<file path="src/include/line_unit_pkg.sv">
// shared offsets, field positions, reset values and carrier types
package line_unit_pkg;

    // register index inside one port's sixteen-byte window
    localparam logic [3:0] REG_PORT_CFG = 4'h0;
    localparam logic [3:0] REG_TX_CFG = 4'h1;
    localparam logic [3:0] REG_RX_CFG = 4'h2;
    localparam logic [3:0] REG_LIVE = 4'h3;
    localparam logic [3:0] REG_LATCHED = 4'h4;
    localparam logic [3:0] REG_ENABLE = 4'h5;
    localparam logic [3:0] REG_CNT_LO = 4'h6;
    localparam logic [3:0] REG_CNT_HI = 4'h7;

    // port_global_config fields
    localparam int GCR_E3_SEL = 7;
    localparam int GCR_SONET_SEL = 6;
    localparam int GCR_LOCAL_LB = 5;
    localparam int GCR_REMOTE_LB = 4;
    localparam int GCR_TX_DSEL_A = 3;
    localparam int GCR_TX_DSEL_B = 2;
    localparam int GCR_SOFT_RST = 0;
    localparam logic [7:0] GCR_RW_MASK = 8'hFD;
    localparam logic [7:0] GCR_RESET = 8'h00;

    // transmit_config fields
    localparam int TCR_JA_LEN_HI = 7;
    localparam int TCR_BINARY = 6;
    localparam int TCR_CLK_INV = 5;
    localparam int TCR_JITTER = 4;
    localparam int TCR_POWERDOWN = 3;
    localparam int TCR_HIZ = 2;
    localparam int TCR_SHORT_CABLE = 1;
    localparam int TCR_JA_LEN_LO = 0;
    localparam logic [7:0] TCR_RESET = 8'h04;

    // receive_config fields
    localparam int RCR_CV_ALT = 7;
    localparam int RCR_BINARY = 6;
    localparam int RCR_CLK_INV = 5;
    localparam int RCR_JITTER = 4;
    localparam int RCR_POWERDOWN = 3;
    localparam int RCR_HIZ = 2;
    localparam int RCR_MON_PREAMP = 1;
    localparam int RCR_CV_UPDATE = 0;
    localparam logic [7:0] RCR_RESET = 8'h04;

    // status bits: jaf, jae, tdm, prbs, pber, rcv, rlol, rlos from 7 to 0
    localparam logic [7:0] LIVE_READ_MASK = 8'h33;
    localparam logic [7:0] FLAG_RISE_MASK = 8'hFF;
    localparam logic [7:0] FLAG_FALL_MASK = 8'h33;
    localparam logic [7:0] LATCHED_RESET = 8'h00;
    localparam logic [7:0] ENABLE_RESET = 8'h00;

    // line rate codes
    localparam logic [1:0] RATE_DS3 = 2'h0;
    localparam logic [1:0] RATE_E3 = 2'h1;
    localparam logic [1:0] RATE_STS1 = 2'h2;

    // jitter buffer depth for the smallest length code, and zero limits
    localparam logic [7:0] JA_BASE_DEPTH = 8'h10;
    localparam logic [2:0] EXZ_LIMIT_DS3 = 3'h3;
    localparam logic [2:0] EXZ_LIMIT_E3 = 3'h4;
    localparam logic [15:0] CV_COUNT_MAX = 16'hFFFF;

    // one host access as seen on the control bus
    typedef struct packed {
        logic rd;
        logic wr;
        logic [5:0] addr;
        logic [7:0] wdata;
    } host_req_t;

    // decoded per-port controls toward the line logic
    typedef struct packed {
        logic logic_rst;
        logic [1:0] rate;
        logic ais_alt;
        logic lb_remote;
        logic lb_analog_local;
        logic lb_digital_local;
        logic [1:0] tx_data_sel;
        logic ja_in_tx;
        logic ja_in_rx;
        logic [7:0] ja_depth;
        logic [6:0] ja_half;
        logic tx_binary;
        logic tx_encode_en;
        logic tx_sample_fall;
        logic tx_powerdown;
        logic tx_float;
        logic tx_short_cable;
        logic rx_binary;
        logic rx_decode_en;
        logic rx_sample_rise;
        logic rx_powerdown;
        logic rx_float;
        logic rx_monitor_preamp;
        logic [2:0] exz_limit;
        logic exz_count_en;
        logic cv_same_polarity;
    } port_ctrl_t;

endpackage : line_unit_pkg

</file>
<file path="src/line_unit_config_status_bank.sv">
// per-port configuration and status register bank of the line unit
`timescale 1ns/10ps
//
// Overview of operation
// RULE1: live flags read their current monitored state
// RULE2: latched flags set on change, write one clears
// RULE3: enable bits gate latched flags onto interrupt pin
// RULE4: e3_sel and sonet_sel choose DS3, E3, STS-1
// RULE5: loopback field: none, remote, analog, digital local
// RULE6: soft reset holds port, forces other registers default
// RULE7: device reset clears the soft reset bit
// RULE8: split length field selects 16 to 128 bits
// RULE9: jitter pointers aim for half buffer apart
// RULE10: transmit binary enables encoder, bipolar bypasses it
// RULE11: transmit clock invert picks sampling edge
// RULE12: transmit jitter placement wins over receive placement
// RULE13: transmit powerdown floats the line driver
// RULE14: transmit float is register OR inverted pin
// RULE15: short cable shaping only outside E3 mode
// RULE16: excess zeros at third, or fourth in E3
// RULE17: alternate mode changes E3 violations, drops zeros
// RULE18: receive binary enables decoder and violation pin
// RULE19: receive clock invert picks output alignment edge
// RULE20: receive powerdown floats data, violation, clock outputs
// RULE21: receive float is register OR inverted pin
// RULE22: update rising edge snapshots and clears counter
// RULE23: host writes zeros to reserved bits
// RULE24: interrupt drops when flag or enable clears
// RULE25: interrupt low while any enabled flag set
// RULE26: no jitter enable means both paths bypass
module line_unit_config_status_bank
#(
    parameter int NUM_PORTS = 4
)
(
    input wire logic clock,
    input wire logic rst_b,
    input line_unit_pkg::host_req_t host_req,
    output logic [7:0] host_rdata,
    input wire logic [NUM_PORTS*8-1:0] live_flags_in,
    input wire logic [NUM_PORTS-1:0] tx_hiz_pin_n,
    input wire logic [NUM_PORTS-1:0] rx_hiz_pin_n,
    input wire logic [NUM_PORTS-1:0] cv_event,
    output line_unit_pkg::port_ctrl_t [NUM_PORTS-1:0] port_ctrl,
    output logic irq_out_n
);

    logic [7:0] gcr_r [NUM_PORTS]; // port_global_config
    logic [7:0] tcr_r [NUM_PORTS]; // transmit_config
    logic [7:0] rcr_r [NUM_PORTS]; // receive_config
    logic [15:0] cnt_shot_r [NUM_PORTS]; // host-visible violation count
    logic [7:0] live_now [NUM_PORTS];
    logic [7:0] latched [NUM_PORTS];
    logic [7:0] enable [NUM_PORTS];
    logic [NUM_PORTS-1:0] port_irq;
    logic [7:0] rdata_r;
    logic [7:0] rdata_nxt;
    logic [1:0] sel_port; // port field of the address
    logic [3:0] sel_reg; // register field of the address

    assign sel_port = host_req.addr[5:4];
    assign sel_reg = host_req.addr[3:0];

    genvar gi;
    generate
        for (gi = 0; gi < NUM_PORTS; gi++)
        begin : g_port
            logic hit; // access addresses this port
            logic port_rst_b; // low while device or soft reset holds
            logic [7:0] gcr_nxt;
            logic [7:0] tcr_nxt;
            logic [7:0] rcr_nxt;
            logic upd_prev_r; // last seen cv_count_update level
            logic upd_prev_nxt;
            logic [15:0] cnt_r; // running internal violation count
            logic [15:0] cnt_nxt;
            logic [15:0] shot_nxt;
            logic [1:0] hiz_sync_n;
            line_unit_pkg::port_ctrl_t ctrl_r;
            line_unit_pkg::port_ctrl_t ctrl_nxt;
            logic [1:0] ja_len;

            assign hit = (sel_port == 2'(gi));
            assign port_rst_b = rst_b & ~gcr_r[gi][line_unit_pkg::GCR_SOFT_RST];

            // configuration writes, forced defaults under soft reset
            always_comb
            begin
                gcr_nxt = gcr_r[gi];
                tcr_nxt = tcr_r[gi];
                rcr_nxt = rcr_r[gi];
                if (host_req.wr && hit)
                begin
                    if (sel_reg == line_unit_pkg::REG_PORT_CFG)
                    begin
                        // reserved bit is stored as zero whatever is written
                        gcr_nxt = host_req.wdata & line_unit_pkg::GCR_RW_MASK;
                    end
                    else if (sel_reg == line_unit_pkg::REG_TX_CFG)
                    begin
                        tcr_nxt = host_req.wdata;
                    end
                    else if (sel_reg == line_unit_pkg::REG_RX_CFG)
                    begin
                        rcr_nxt = host_req.wdata;
                    end
                end
                if (gcr_r[gi][line_unit_pkg::GCR_SOFT_RST])
                begin
                    // only the reset bit itself stays writable
                    gcr_nxt = line_unit_pkg::GCR_RESET
                            | (gcr_nxt & 8'h01); // RULE6
                    tcr_nxt = line_unit_pkg::TCR_RESET; // RULE6
                    rcr_nxt = line_unit_pkg::RCR_RESET; // RULE6
                end
                if (!rst_b)
                begin
                    gcr_nxt = line_unit_pkg::GCR_RESET; // RULE7
                    tcr_nxt = line_unit_pkg::TCR_RESET;
                    rcr_nxt = line_unit_pkg::RCR_RESET;
                end
            end

            always_ff @(posedge clock)
            begin
                gcr_r[gi] <= gcr_nxt;
                tcr_r[gi] <= tcr_nxt;
                rcr_r[gi] <= rcr_nxt;
            end

            // violation counter with snapshot on update rising edge
            always_comb
            begin
                upd_prev_nxt = rcr_r[gi][line_unit_pkg::RCR_CV_UPDATE];
                cnt_nxt = cnt_r;
                shot_nxt = cnt_shot_r[gi];
                if (cv_event[gi] && cnt_r != line_unit_pkg::CV_COUNT_MAX)
                begin
                    cnt_nxt = cnt_r + 16'h0001; // saturates, never wraps
                end
                if (upd_prev_nxt && !upd_prev_r)
                begin
                    shot_nxt = cnt_r; // RULE22
                    // an event in the update cycle starts the new count
                    cnt_nxt = {15'h0000, cv_event[gi]}; // RULE22
                end
                if (!port_rst_b)
                begin
                    upd_prev_nxt = 1'b0;
                    cnt_nxt = 16'h0000;
                    shot_nxt = 16'h0000;
                end
            end

            always_ff @(posedge clock)
            begin
                upd_prev_r <= upd_prev_nxt;
                cnt_r <= cnt_nxt;
                cnt_shot_r[gi] <= shot_nxt;
            end

            // flags, enables and pin synchronisers of this port
            port_flag_block u_flags
            (
                .clock(clock),
                .port_rst_b(port_rst_b),
                .live_in(live_flags_in[gi*8 +: 8]),
                .hiz_pin_n_in({rx_hiz_pin_n[gi], tx_hiz_pin_n[gi]}),
                .wr_latched(host_req.wr && hit
                            && sel_reg == line_unit_pkg::REG_LATCHED),
                .wr_enable(host_req.wr && hit
                           && sel_reg == line_unit_pkg::REG_ENABLE),
                .wdata(host_req.wdata),
                .live_now(live_now[gi]),
                .hiz_pin_n_sync(hiz_sync_n),
                .latched(latched[gi]),
                .enable(enable[gi]),
                .irq_req(port_irq[gi])
            );

            assign ja_len = {tcr_r[gi][line_unit_pkg::TCR_JA_LEN_HI],
                             tcr_r[gi][line_unit_pkg::TCR_JA_LEN_LO]};

            // decode of the stored fields into line-side controls
            always_comb
            begin
                ctrl_nxt.logic_rst = ~port_rst_b; // RULE6
                if (!gcr_r[gi][line_unit_pkg::GCR_E3_SEL])
                begin
                    ctrl_nxt.rate = line_unit_pkg::RATE_DS3; // RULE4
                end
                else if (gcr_r[gi][line_unit_pkg::GCR_SONET_SEL])
                begin
                    ctrl_nxt.rate = line_unit_pkg::RATE_STS1; // RULE4
                end
                else
                begin
                    ctrl_nxt.rate = line_unit_pkg::RATE_E3; // RULE4
                end
                // in DS3 the sonet bit only picks the alarm pattern
                ctrl_nxt.ais_alt = ~gcr_r[gi][line_unit_pkg::GCR_E3_SEL]
                                 & gcr_r[gi][line_unit_pkg::GCR_SONET_SEL];
                ctrl_nxt.lb_remote = ~gcr_r[gi][line_unit_pkg::GCR_LOCAL_LB]
                                   & gcr_r[gi][line_unit_pkg::GCR_REMOTE_LB];
                ctrl_nxt.lb_analog_local =
                    gcr_r[gi][line_unit_pkg::GCR_LOCAL_LB]
                    & ~gcr_r[gi][line_unit_pkg::GCR_REMOTE_LB]; // RULE5
                ctrl_nxt.lb_digital_local =
                    gcr_r[gi][line_unit_pkg::GCR_LOCAL_LB]
                    & gcr_r[gi][line_unit_pkg::GCR_REMOTE_LB]; // RULE5
                ctrl_nxt.tx_data_sel =
                    {gcr_r[gi][line_unit_pkg::GCR_TX_DSEL_A],
                     gcr_r[gi][line_unit_pkg::GCR_TX_DSEL_B]};
                // transmit placement wins; neither bit means full bypass
                ctrl_nxt.ja_in_tx = tcr_r[gi][line_unit_pkg::TCR_JITTER];
                ctrl_nxt.ja_in_rx = rcr_r[gi][line_unit_pkg::RCR_JITTER]
                    & ~tcr_r[gi][line_unit_pkg::TCR_JITTER]; // RULE12 RULE26
                ctrl_nxt.ja_depth = line_unit_pkg::JA_BASE_DEPTH
                                  << ja_len; // RULE8
                ctrl_nxt.ja_half = 7'(ctrl_nxt.ja_depth >> 1); // RULE9
                ctrl_nxt.tx_binary = tcr_r[gi][line_unit_pkg::TCR_BINARY];
                ctrl_nxt.tx_encode_en =
                    tcr_r[gi][line_unit_pkg::TCR_BINARY]; // RULE10
                ctrl_nxt.tx_sample_fall =
                    tcr_r[gi][line_unit_pkg::TCR_CLK_INV]; // RULE11
                ctrl_nxt.tx_powerdown =
                    tcr_r[gi][line_unit_pkg::TCR_POWERDOWN];
                // driver floats when powered down or tri-stated either way
                ctrl_nxt.tx_float = tcr_r[gi][line_unit_pkg::TCR_POWERDOWN]
                    | tcr_r[gi][line_unit_pkg::TCR_HIZ]
                    | ~hiz_sync_n[0]; // RULE13 RULE14
                ctrl_nxt.tx_short_cable =
                    tcr_r[gi][line_unit_pkg::TCR_SHORT_CABLE]
                    & (ctrl_nxt.rate != line_unit_pkg::RATE_E3); // RULE15
                ctrl_nxt.rx_binary = rcr_r[gi][line_unit_pkg::RCR_BINARY];
                ctrl_nxt.rx_decode_en =
                    rcr_r[gi][line_unit_pkg::RCR_BINARY]; // RULE18
                ctrl_nxt.rx_sample_rise =
                    rcr_r[gi][line_unit_pkg::RCR_CLK_INV]; // RULE19
                ctrl_nxt.rx_powerdown =
                    rcr_r[gi][line_unit_pkg::RCR_POWERDOWN];
                ctrl_nxt.rx_float = rcr_r[gi][line_unit_pkg::RCR_POWERDOWN]
                    | rcr_r[gi][line_unit_pkg::RCR_HIZ]
                    | ~hiz_sync_n[1]; // RULE20 RULE21
                ctrl_nxt.rx_monitor_preamp =
                    rcr_r[gi][line_unit_pkg::RCR_MON_PREAMP];
                ctrl_nxt.exz_limit =
                    (ctrl_nxt.rate == line_unit_pkg::RATE_E3)
                    ? line_unit_pkg::EXZ_LIMIT_E3
                    : line_unit_pkg::EXZ_LIMIT_DS3; // RULE16
                ctrl_nxt.exz_count_en =
                    ~rcr_r[gi][line_unit_pkg::RCR_CV_ALT]; // RULE17
                ctrl_nxt.cv_same_polarity =
                    rcr_r[gi][line_unit_pkg::RCR_CV_ALT]
                    & (ctrl_nxt.rate == line_unit_pkg::RATE_E3); // RULE17
            end

            // controls leave through flops, one cycle behind the fields
            always_ff @(posedge clock)
            begin
                ctrl_r <= ctrl_nxt;
            end

            assign port_ctrl[gi] = ctrl_r;
        end
    endgenerate

    // read mux; absent ports and unmapped offsets return zero
    always_comb
    begin
        rdata_nxt = rdata_r;
        if (!rst_b)
        begin
            rdata_nxt = 8'h00;
        end
        else if (host_req.rd)
        begin
            rdata_nxt = 8'h00;
            if (32'(sel_port) < NUM_PORTS)
            begin
                if (sel_reg == line_unit_pkg::REG_PORT_CFG)
                begin
                    rdata_nxt = gcr_r[sel_port];
                end
                else if (sel_reg == line_unit_pkg::REG_TX_CFG)
                begin
                    rdata_nxt = tcr_r[sel_port];
                end
                else if (sel_reg == line_unit_pkg::REG_RX_CFG)
                begin
                    rdata_nxt = rcr_r[sel_port];
                end
                else if (sel_reg == line_unit_pkg::REG_LIVE)
                begin
                    // no history kept: the synced level right now
                    rdata_nxt = live_now[sel_port]
                              & line_unit_pkg::LIVE_READ_MASK; // RULE1
                end
                else if (sel_reg == line_unit_pkg::REG_LATCHED)
                begin
                    rdata_nxt = latched[sel_port];
                end
                else if (sel_reg == line_unit_pkg::REG_ENABLE)
                begin
                    rdata_nxt = enable[sel_port];
                end
                else if (sel_reg == line_unit_pkg::REG_CNT_LO)
                begin
                    rdata_nxt = cnt_shot_r[sel_port][7:0];
                end
                else if (sel_reg == line_unit_pkg::REG_CNT_HI)
                begin
                    rdata_nxt = cnt_shot_r[sel_port][15:8];
                end
            end
        end
    end

    always_ff @(posedge clock)
    begin
        rdata_r <= rdata_nxt;
    end

    assign host_rdata = rdata_r;
    // open-drain style: low while any port has an enabled latched flag
    assign irq_out_n = ~(|port_irq); // RULE25 RULE3

endmodule : line_unit_config_status_bank

</file>
<file path="src/port_flag_block.sv">
// one port's live, latched and enable flags with input synchronisers
`timescale 1ns/10ps
module port_flag_block
(
    input wire logic clock,
    input wire logic port_rst_b,
    input wire logic [7:0] live_in,
    input wire logic [1:0] hiz_pin_n_in,
    input wire logic wr_latched,
    input wire logic wr_enable,
    input wire logic [7:0] wdata,
    output logic [7:0] live_now,
    output logic [1:0] hiz_pin_n_sync,
    output logic [7:0] latched,
    output logic [7:0] enable,
    output logic irq_req
);

    logic [9:0] meta_r; // first synchroniser stage, read only by sync_r
    logic [9:0] meta_nxt;
    logic [9:0] sync_r; // second stage, safe for logic
    logic [9:0] sync_nxt;
    logic [7:0] prev_r; // last synced live value for edge detection
    logic [7:0] prev_nxt;
    logic [7:0] latched_r;
    logic [7:0] latched_nxt;
    logic [7:0] enable_r;
    logic [7:0] enable_nxt;
    logic [7:0] event_hit;

    // next values of synchronisers, history, latched flags and enables
    always_comb
    begin
        meta_nxt = {hiz_pin_n_in, live_in};
        sync_nxt = meta_r;
        prev_nxt = sync_r[7:0];
        // qualifying change per bit: rising and/or falling as masked
        event_hit = (sync_r[7:0] & ~prev_r & line_unit_pkg::FLAG_RISE_MASK)
                  | (~sync_r[7:0] & prev_r & line_unit_pkg::FLAG_FALL_MASK);
        latched_nxt = latched_r;
        if (wr_latched)
        begin
            latched_nxt = latched_r & ~wdata; // RULE2
        end
        // a change in the clearing cycle is kept: set beats clear
        latched_nxt = latched_nxt | event_hit; // RULE2
        enable_nxt = wr_enable ? wdata : enable_r;
        if (!port_rst_b)
        begin
            latched_nxt = line_unit_pkg::LATCHED_RESET;
            enable_nxt = line_unit_pkg::ENABLE_RESET;
        end
    end

    // register stage; history ignores reset so no false edge at release
    always_ff @(posedge clock)
    begin
        meta_r <= meta_nxt;
        sync_r <= sync_nxt;
        prev_r <= prev_nxt;
        latched_r <= latched_nxt;
        enable_r <= enable_nxt;
    end

    assign live_now = sync_r[7:0]; // RULE1
    assign hiz_pin_n_sync = sync_r[9:8];
    assign latched = latched_r;
    assign enable = enable_r;
    // masked bits never reach the request; drops as soon as either clears
    assign irq_req = |(latched_r & enable_r); // RULE3 RULE24

endmodule : port_flag_block

</file>
<file path="config.mk">
export PLATFORM = sky130hd
export DESIGN_NAME = line_unit_config_status_bank
export DESIGN_NICKNAME = d
export VERILOG_FILES = /design/src/include/line_unit_pkg.sv /design/src/line_unit_config_status_bank.sv /design/src/port_flag_block.sv
export SDC_FILE = /design/constraint.sdc
export NUM_CORES = 1
export LEC_CHECK = 0
export BUFFER_PORTS_ARGS = -buffer_cell sky130_fd_sc_hd__buf_4
export CORE_AREA = 2 2 201 184
export CTS_CLUSTER_SIZE = 40
export DETAILED_ROUTE_END_ITERATION = 8
export DIE_AREA = 0 0 203 186
export PLACE_DENSITY = 0.76
export SLEW_MARGIN = 15
export SYNTH_ARGS = -nofsm -noshare
export SYNTH_HDL_FRONTEND = slang
export SYNTH_SLANG_ARGS = --single-unit
</file>
<file path="constraint.sdc">
create_clock -name clock -period 4.8 [get_ports clock]
set_input_delay 0.24 -clock clock [delete_from_list [all_inputs] [get_ports clock]]
set_output_delay 0.24 -clock clock [all_outputs]
set_load 0.05 [all_outputs]
</file>
==> run metrics, run 1 <==
RSZ-0062 raised after global routing false; Post-DRT Antenna Nets 0; Rows 66; Final TNS setup 0 ns; Clock power frac 0.437; Worst Path Class, Setup flip-flop to output port; cts-stage hold buffer count 46; IO Pins 243; Overflow after GRT 0; Mapped Avg Cell Area 10.9 um^2; Worst Hold Path EP rcr_r[0][7]$_SDFFE_PN0P_; CTS H-Tree Depth 2; Pleak 8.95 nW; Design Power 0.00910 W; worst min path class input port to flip-flop; Tmin final 2.36 ns; MaxCap Viol Count 0; post-DR wirelength/cell 20.1 um; status finished, final reports clean; residual DRC count 0; ys flop type dfxtp_1; WL final 50500 um; Placed Area 20900 um^2; r2r endpoint g_port[3].cnt_r[5]$_SDFFE_PP0P_; Worst Path Buf+Inv 1; Gate Count Post-Synth 1783; die area 37800 um^2; share of cells above drive strength 1 0.191; slowest stage delay, CP 0.52 ns; largest delay contributor family on the critical path simple AND/OR/NAND/NOR gates; Die Ht 186 um; reg2reg start g_port[3].cnt_r[0]$_SDFFE_PN0P_; post-synthesis sequential area ratio 0.571; hpwl dp 35000 um; gp weighted congestion 0.969; mux cell area share after synthesis 0.0994; Combinational Power Share 0.057; Compound-Gate Fraction of Synth Area 0.0804; Req. time, crit path 4.56 ns; Metal-1 WL 20100 um; number of enable flip-flop cells after synthesis 64; internal power 0.00701 W; clock buffer depth 3; Layout area overhead 19.3%; first-pass GRT wire length 77900 um; Netlist Area Pre-Place 19400 um^2; sequential share of power 0.505; # nets final 2062; crit path DAT 2.12 ns; combinational family with the most area after synthesis simple AND/OR/NAND/NOR gates; clk_lat worst skew 0.59 ns; largest net degree at the start of global routing 58; met3 routed WL 4070 um; Distinct cells, synth 73; Global Route Usage Sum 0.265; Pre-antenna DRT Iters 8; synthesis-stage register bit count 520; initial antenna violation count 3; Max IR drop VDD 0.000313 V; sw frac 0.230; WL met2 24300 um; Startpoint Class flip-flop; Slew Viols, Final 0; design area 23100 um^2; actual slew at the worst max-slew pin 0.978 ns; Worst-path clk slew 0.06 ns; Filler cells 2753; asr flop ratio synth 0; setup violators final 0; Rel. slew slack 0.339; postcts setup bufs 0; CTS Buf Count 50; Avg Vias per Cell 5.64; Setup crit start g_port[3].u_flags.enable[3]$_SDFFE_PN0P_; Max Clock Freq 0.424 GHz; Die Span X 203 um; Root Driver clkbuf_16; highest metal used met4; area of the multi-input gates 7450 um^2; post-synth top area share 0.471; Synth area leaders dfxtp_1, edfxtp_1, mux4_2; min-delay src host_req[7]; initial core utilization 0.544; CTS Sinks 520; final hold violations 0; Detailed Route Iter0 Violations 1409; TritonCTS clock tree built; Worst setup EP type output port; vias in the first global route 13800; sequential cell area 11100 um^2; post-CTS resize count 0; Tcrit/Tclk final 0.491; critical-path cell list a22oi_1 -> nand4_1 -> nor4_1 -> buf_4; FF-to-FF setup slack 2.68 ns; R2R cell count 6; worst-path fanout max 3; Port-buffer cells 214; Pwr Density 394 nW/um^2; Post-Synth XOR/XNOR Area 0.0280; post-synthesis simple-gate area fraction 0.168; area leader, netlist dfxtp_1; hold path cells 3; Clock Skew 0.0383 ns; Slowest cell on crit path nor4_1; Synth Area in Adders 0.00258; Psw 0.00209 W; Yosys Warn Count 0; via count 14200; Core ar. 35600 um^2
-- worst reg2reg max path: cells and delay by family, from the launching register on --
kind	cells	cell delay [ns]
DFF	1	0.44
and+or+nand+nor	3	0.59
AOI/OAI and AO/OA	1	0.50
xor gates and xnor gates	1	0.18
adders and majority gates	1	0.26
-- layout make-up --
type / count / share of cell area
antenna: 3 / 0.000325
clock buffer: 74 / 0.0635
clock inverter: 18 / 0.0102
inverter: 33 / 0.00536
multi-input combinational: 1116 / 0.322
sequential: 520 / 0.478
tap: 476 / 0.0258
timing repair buffer: 275 / 0.0943
-- cells in the mapped netlist (all sizes together), types with 4 or more instances --
cell type and instances:
nand2b 24, or2 5, mux2i 91, buf 93, nor3 16, a21oi 110, and4 7, a211oi 14
nand2 114, or3 9, o31ai 5, a22oi 25, o211ai 6, and3 5, a2111oi 4, nor2b 46
dfxtp 456, clkbuf 48, nand3 79, nor4 12, and2 82, edfxtp 64, ha 4, o21ai 46
xnor2 45, mux2 6, inv 33, a21o 4, a31oi 8, nor2 192, mux4 42, o22ai 9
nand4 22, xor2 17, nand3b 4
-- power groups by stage --
stage	sequential [W]	clock (W)	combinational, W
2_1_floorplan	0.00468	0	0.000331
3_3_place_gp	0.00469	0	0.000473
3_5_place_dp	0.00469	0	0.000480
4_1_cts	0.00460	0.00400	0.000513
5_1_grt	0.00461	0.00421	0.000552
6_report	0.00460	0.00398	0.000522
-- layer usage --
metal | global-route usage | up-vias
met5 | 0 | -
li1 | - | 6553
met2 | 0.450 | 697
met3 | 0.0432 | 144
met4 | 0.118 | 0
met1 | 0.335 | 6787
-- registers in the layout, indices dropped and copies added, names as in the netlist, 32 cells and up --
signal	cells
port_ctrl	112
cnt_shot_r	64
g_port.cnt_r	64
g_port.u_flags.meta_r	40
g_port.u_flags.sync_r	40
g_port.u_flags.enable	32
g_port.u_flags.latched	32
g_port.u_flags.prev_r	32
rcr_r	32
tcr_r	32
-- cells by family after synthesis --
kind of cell / count (synthesis)
fa+ha+maj: 4
simple gates: 627
other cells: 1
xor+xnor: 62
flops: 520
mux: 139
buf+inv: 174
compound gates: 256
-- worst max-delay path by stage --
stage / to / slack, ns / depth (start not counted)
2_1_floorplan: irq_out_n / 2.42 / 3
3_3_place_gp: host_rdata[4]$_SDFFE_PN0P_ / 2.22 / 7
3_5_place_dp: host_rdata[6]$_SDFFE_PN0P_ / 2.15 / 5
4_1_cts: irq_out_n / 2.47 / 4
5_1_grt: irq_out_n / 2.41 / 4
6_report: irq_out_n / 2.44 / 4
-- cells in the final DEF, fill, tap and decap left out, drive strengths merged, types with 7 or more instances in the layout --
| cell type | Yosys | layout |
|---|---|---|
| dlygate4sd3 | 0 | 46 |
| and4 | 7 | 7 |
| nand3 | 79 | 79 |
| a21oi | 110 | 110 |
| nor2 | 192 | 192 |
| conb | 1 | 28 |
| mux4 | 42 | 42 |
| nand4 | 22 | 22 |
| o22ai | 9 | 9 |
| dfxtp | 456 | 456 |
| o21ai | 46 | 46 |
| nand2b | 24 | 24 |
| xor2 | 17 | 17 |
| nor3 | 16 | 16 |
| and2 | 82 | 82 |
| xnor2 | 45 | 45 |
| inv | 33 | 34 |
| clkbuf | 48 | 74 |
| or3 | 9 | 9 |
| nor4 | 12 | 12 |
| mux2i | 91 | 91 |
| buf | 93 | 229 |
| a31oi | 8 | 8 |
| clkinv | 0 | 12 |
| a211oi | 14 | 14 |
| a22oi | 25 | 25 |
| nand2 | 114 | 114 |
| nor2b | 46 | 46 |
| edfxtp | 64 | 64 |
-- per-stage QoR --
stage                     hold slack (ns)  setup WS, ns  cells   util
after floorplan                     0.268          2.42   1810      -
final                              0.0390          2.44   2515  0.649
after global placement              0.312          2.22   2374  0.588
after global routing               0.0379          2.41   2515  0.649
after detailed placement            0.312          2.15   2374  0.588
after CTS                          0.0206          2.47   2512  0.649
No activity file was read; power rests on OpenSTA's default activity.
==> run 2: changes to the inputs <==
--- a/config.mk
+++ b/config.mk
@@ -5,11 +5,12 @@
 export SDC_FILE = /design/constraint.sdc
 export NUM_CORES = 1
 export LEC_CHECK = 0
+export ABC_AREA = 1
 export BUFFER_PORTS_ARGS = -buffer_cell sky130_fd_sc_hd__buf_4
-export CORE_AREA = 2 2 201 184
+export CORE_AREA = 2 2 200 183
 export CTS_CLUSTER_SIZE = 40
 export DETAILED_ROUTE_END_ITERATION = 8
-export DIE_AREA = 0 0 203 186
+export DIE_AREA = 0 0 202 185
 export PLACE_DENSITY = 0.76
 export SLEW_MARGIN = 15
 export SYNTH_ARGS = -nofsm -noshare
==> constraint.sdc (replaced) <==
create_clock -name clock -period 2.4 [get_ports clock]
set_input_delay 0.12 -clock clock [delete_from_list [all_inputs] [get_ports clock]]
set_output_delay 0.12 -clock clock [all_outputs]
set_load 0.05 [all_outputs]
==> run metrics, run 2 <==
Pre-antenna DRT Iters 8; Overflow after GRT 0; worst-path fanout max 3; area leader, netlist dfxtp_1; via count 15900; vias in the first global route 15500; Req. time, crit path 2.28 ns; actual slew at the worst max-slew pin 0.984 ns; Rows 66; Tmin final 2.10 ns; crit path DAT 1.98 ns; Distinct cells, synth 45; initial antenna violation count 0; Layout area overhead 19.8%; Pwr Density 797 nW/um^2; min-delay src host_req[7]; Worst-path clk slew 0.07 ns; Synth area leaders dfxtp_1, edfxtp_1, nand2_1; post-synthesis sequential area ratio 0.576; Yosys Warn Count 0; post-DR wirelength/cell 17.9 um; Detailed Route Iter0 Violations 1501; Core ar. 35400 um^2; most common cell in the synthesized netlist nand2_1; initial core utilization 0.542; post-synth top area share 0.476; worst min path class input port to flip-flop; number of enable flip-flop cells after synthesis 64; most common cell after layout, fill and taps aside nand2_1; final setup margin 0.301 ns; WL final 53100 um; synthesis-stage register bit count 520; share of cells above drive strength 1 0.153; Post-DRT Antenna Nets 0; Placement Setup Slack 0.188 ns; residual DRC count 0; Root Driver clkbuf_16; top post-synthesis cells by count nand2_1, dfxtp_1, a21oi_1; Slew Viols, Final 0; CTS H-Tree Depth 2; TritonCTS clock tree built; Netlist Area Pre-Place 19200 um^2; final hold violations 0; setup violators final 0; postcts setup bufs 0; RSZ-0062 raised after global routing false; # nets final 2511; ys flop type dfxtp_1; Rel. slew slack 0.343; Gate Count Post-Synth 2215; placed insts 2822; status finished, final reports clean; clk_lat worst skew 0.57 ns; commonest non-fill, non-tap cells in the layout nand2_1, dfxtp_1, buf_4; Worst Path Class, Setup flip-flop to output port; Max IR drop VDD 0.000571 V; Max Clock Freq 0.477 GHz; Filler cells 2872; sequential cell area 11100 um^2; hpwl dp 38000 um; Setup crit start g_port[2].u_flags.latched[2]$_SDFF_PN0_; Hold Slack 0.0501 ns; Startpoint Class flip-flop; Avg Vias per Cell 5.37; IO Pins 243; CTS Sinks 520; Clock Skew 0.0270 ns; area of the multi-input gates 6490 um^2; Global Route Usage Sum 0.279; first-pass GRT wire length 82300 um; Die Ht 185 um; Pleak 9.49 nW; Final Non-Filler Cells 2960; reg2reg start g_port[2].cnt_r[0]$_SDFFE_PN0P_; die area 37400 um^2; CTS Buf Count 49; Port-buffer cells 214; max reg flops 112; asr flop ratio synth 0; Worst setup EP type output port; Final TNS setup 0 ns; gp weighted congestion 0.980; Die Span X 202 um; clock buffer depth 3; MaxCap Viol Count 0; Tcrit/Tclk final 0.874; ANT cells 0; Mapped Avg Cell Area 8.66 um^2; largest net degree at the start of global routing 35; design area 23000 um^2; Placed Area 20800 um^2
run 2: changes by cell type in the layout (fill, tap and decap cells not counted), moves of 80 or more:
cell	previous run	this run
mux2i_1	91	0
and2_1	81	1
inv_1	31	207
a21oi_1	110	209
nand2_1	112	460
o21ai_0	42	190
run 2: routing by layer:
layer / share of wire / track usage / vias up / wire length, um
met2: 0.48 / 0.477 / 738 / 25300
met5: 0 / 0 / - / 0
met3: 0.073 / 0.0419 / 173 / 3900
met1: 0.40 / 0.347 / 7378 / 21300
li1: - / - / 7618 / -
met4: 0.048 / 0.140 / 0 / 2570
run 2: cells by family (layout without fill, tap and decap cells):
family                     after synthesis  count (layout)  synth area share
DFF                                    520             520             0.576
AOI/OAI and AO/OA                      466             466             0.130
other                                    1              28          0.000195
xor gates and xnor gates                36              36            0.0164
buffers and inverters                  367             609            0.0912
adders and majority gates                4               4           0.00261
and+or+nand+nor                        821             821             0.184
run 2: worst paths after layout:
path | endpoint | slack (ns) | cells after the start
worst max register to register | g_port[2].cnt_r[7]$_SDFFE_PP0P_ | 0.37 | 9
worst min-delay path | g_port[1].u_flags.enable[7]$_SDFFE_PN0P_ | 0.05 | 3
worst min register to register | g_port[0].u_flags.sync_r[0]$_DFF_P_ | 0.32 | 0
worst max-delay path | irq_out_n | 0.30 | 5
run 2: what timing repair did:
item                                    4_1_cts  5_1_grt
hold buffers                                 48        0
gates resized for setup                       0        2
endpoints found under the hold margin        68        0
endpoints found under the setup margin        0        4
run 2: area by class of cell:
cell class	count	area share
sequential	520	0.481
multi-input combinational	1355	0.282
timing repair buffer	291	0.100
clock buffer	69	0.0624
inverter	228	0.0374
tap	476	0.0259
clock inverter	21	0.0109
run 2: critical path, cell delays in order (launching register included):
cell and delay (ns):
dfxtp_1 0.33, a22o_1 0.23, a221oi_1 0.27, nand4_1 0.13, nor2_1 0.21, buf_4 0.24
run 2: report_power, final:
| group | switching (W) | internal [W] | total, W |
|---|---|---|---|
| sequential | 0.000159 | 0.00904 | 0.00920 |
| clock | 0.00329 | 0.00472 | 0.00801 |
| combinational | 0.000761 | 0.000343 | 0.00110 |
| total | 0.00421 | 0.0141 | 0.0183 |
run 2: metrics by stage:
step,total power [W],utilization
3_3_place_gp,0.0104,0.588
4_1_cts,0.0184,0.649
3_5_place_dp,0.0104,0.588
2_1_floorplan,0.0101,-
6_report,0.0183,0.649
5_1_grt,0.0189,0.649
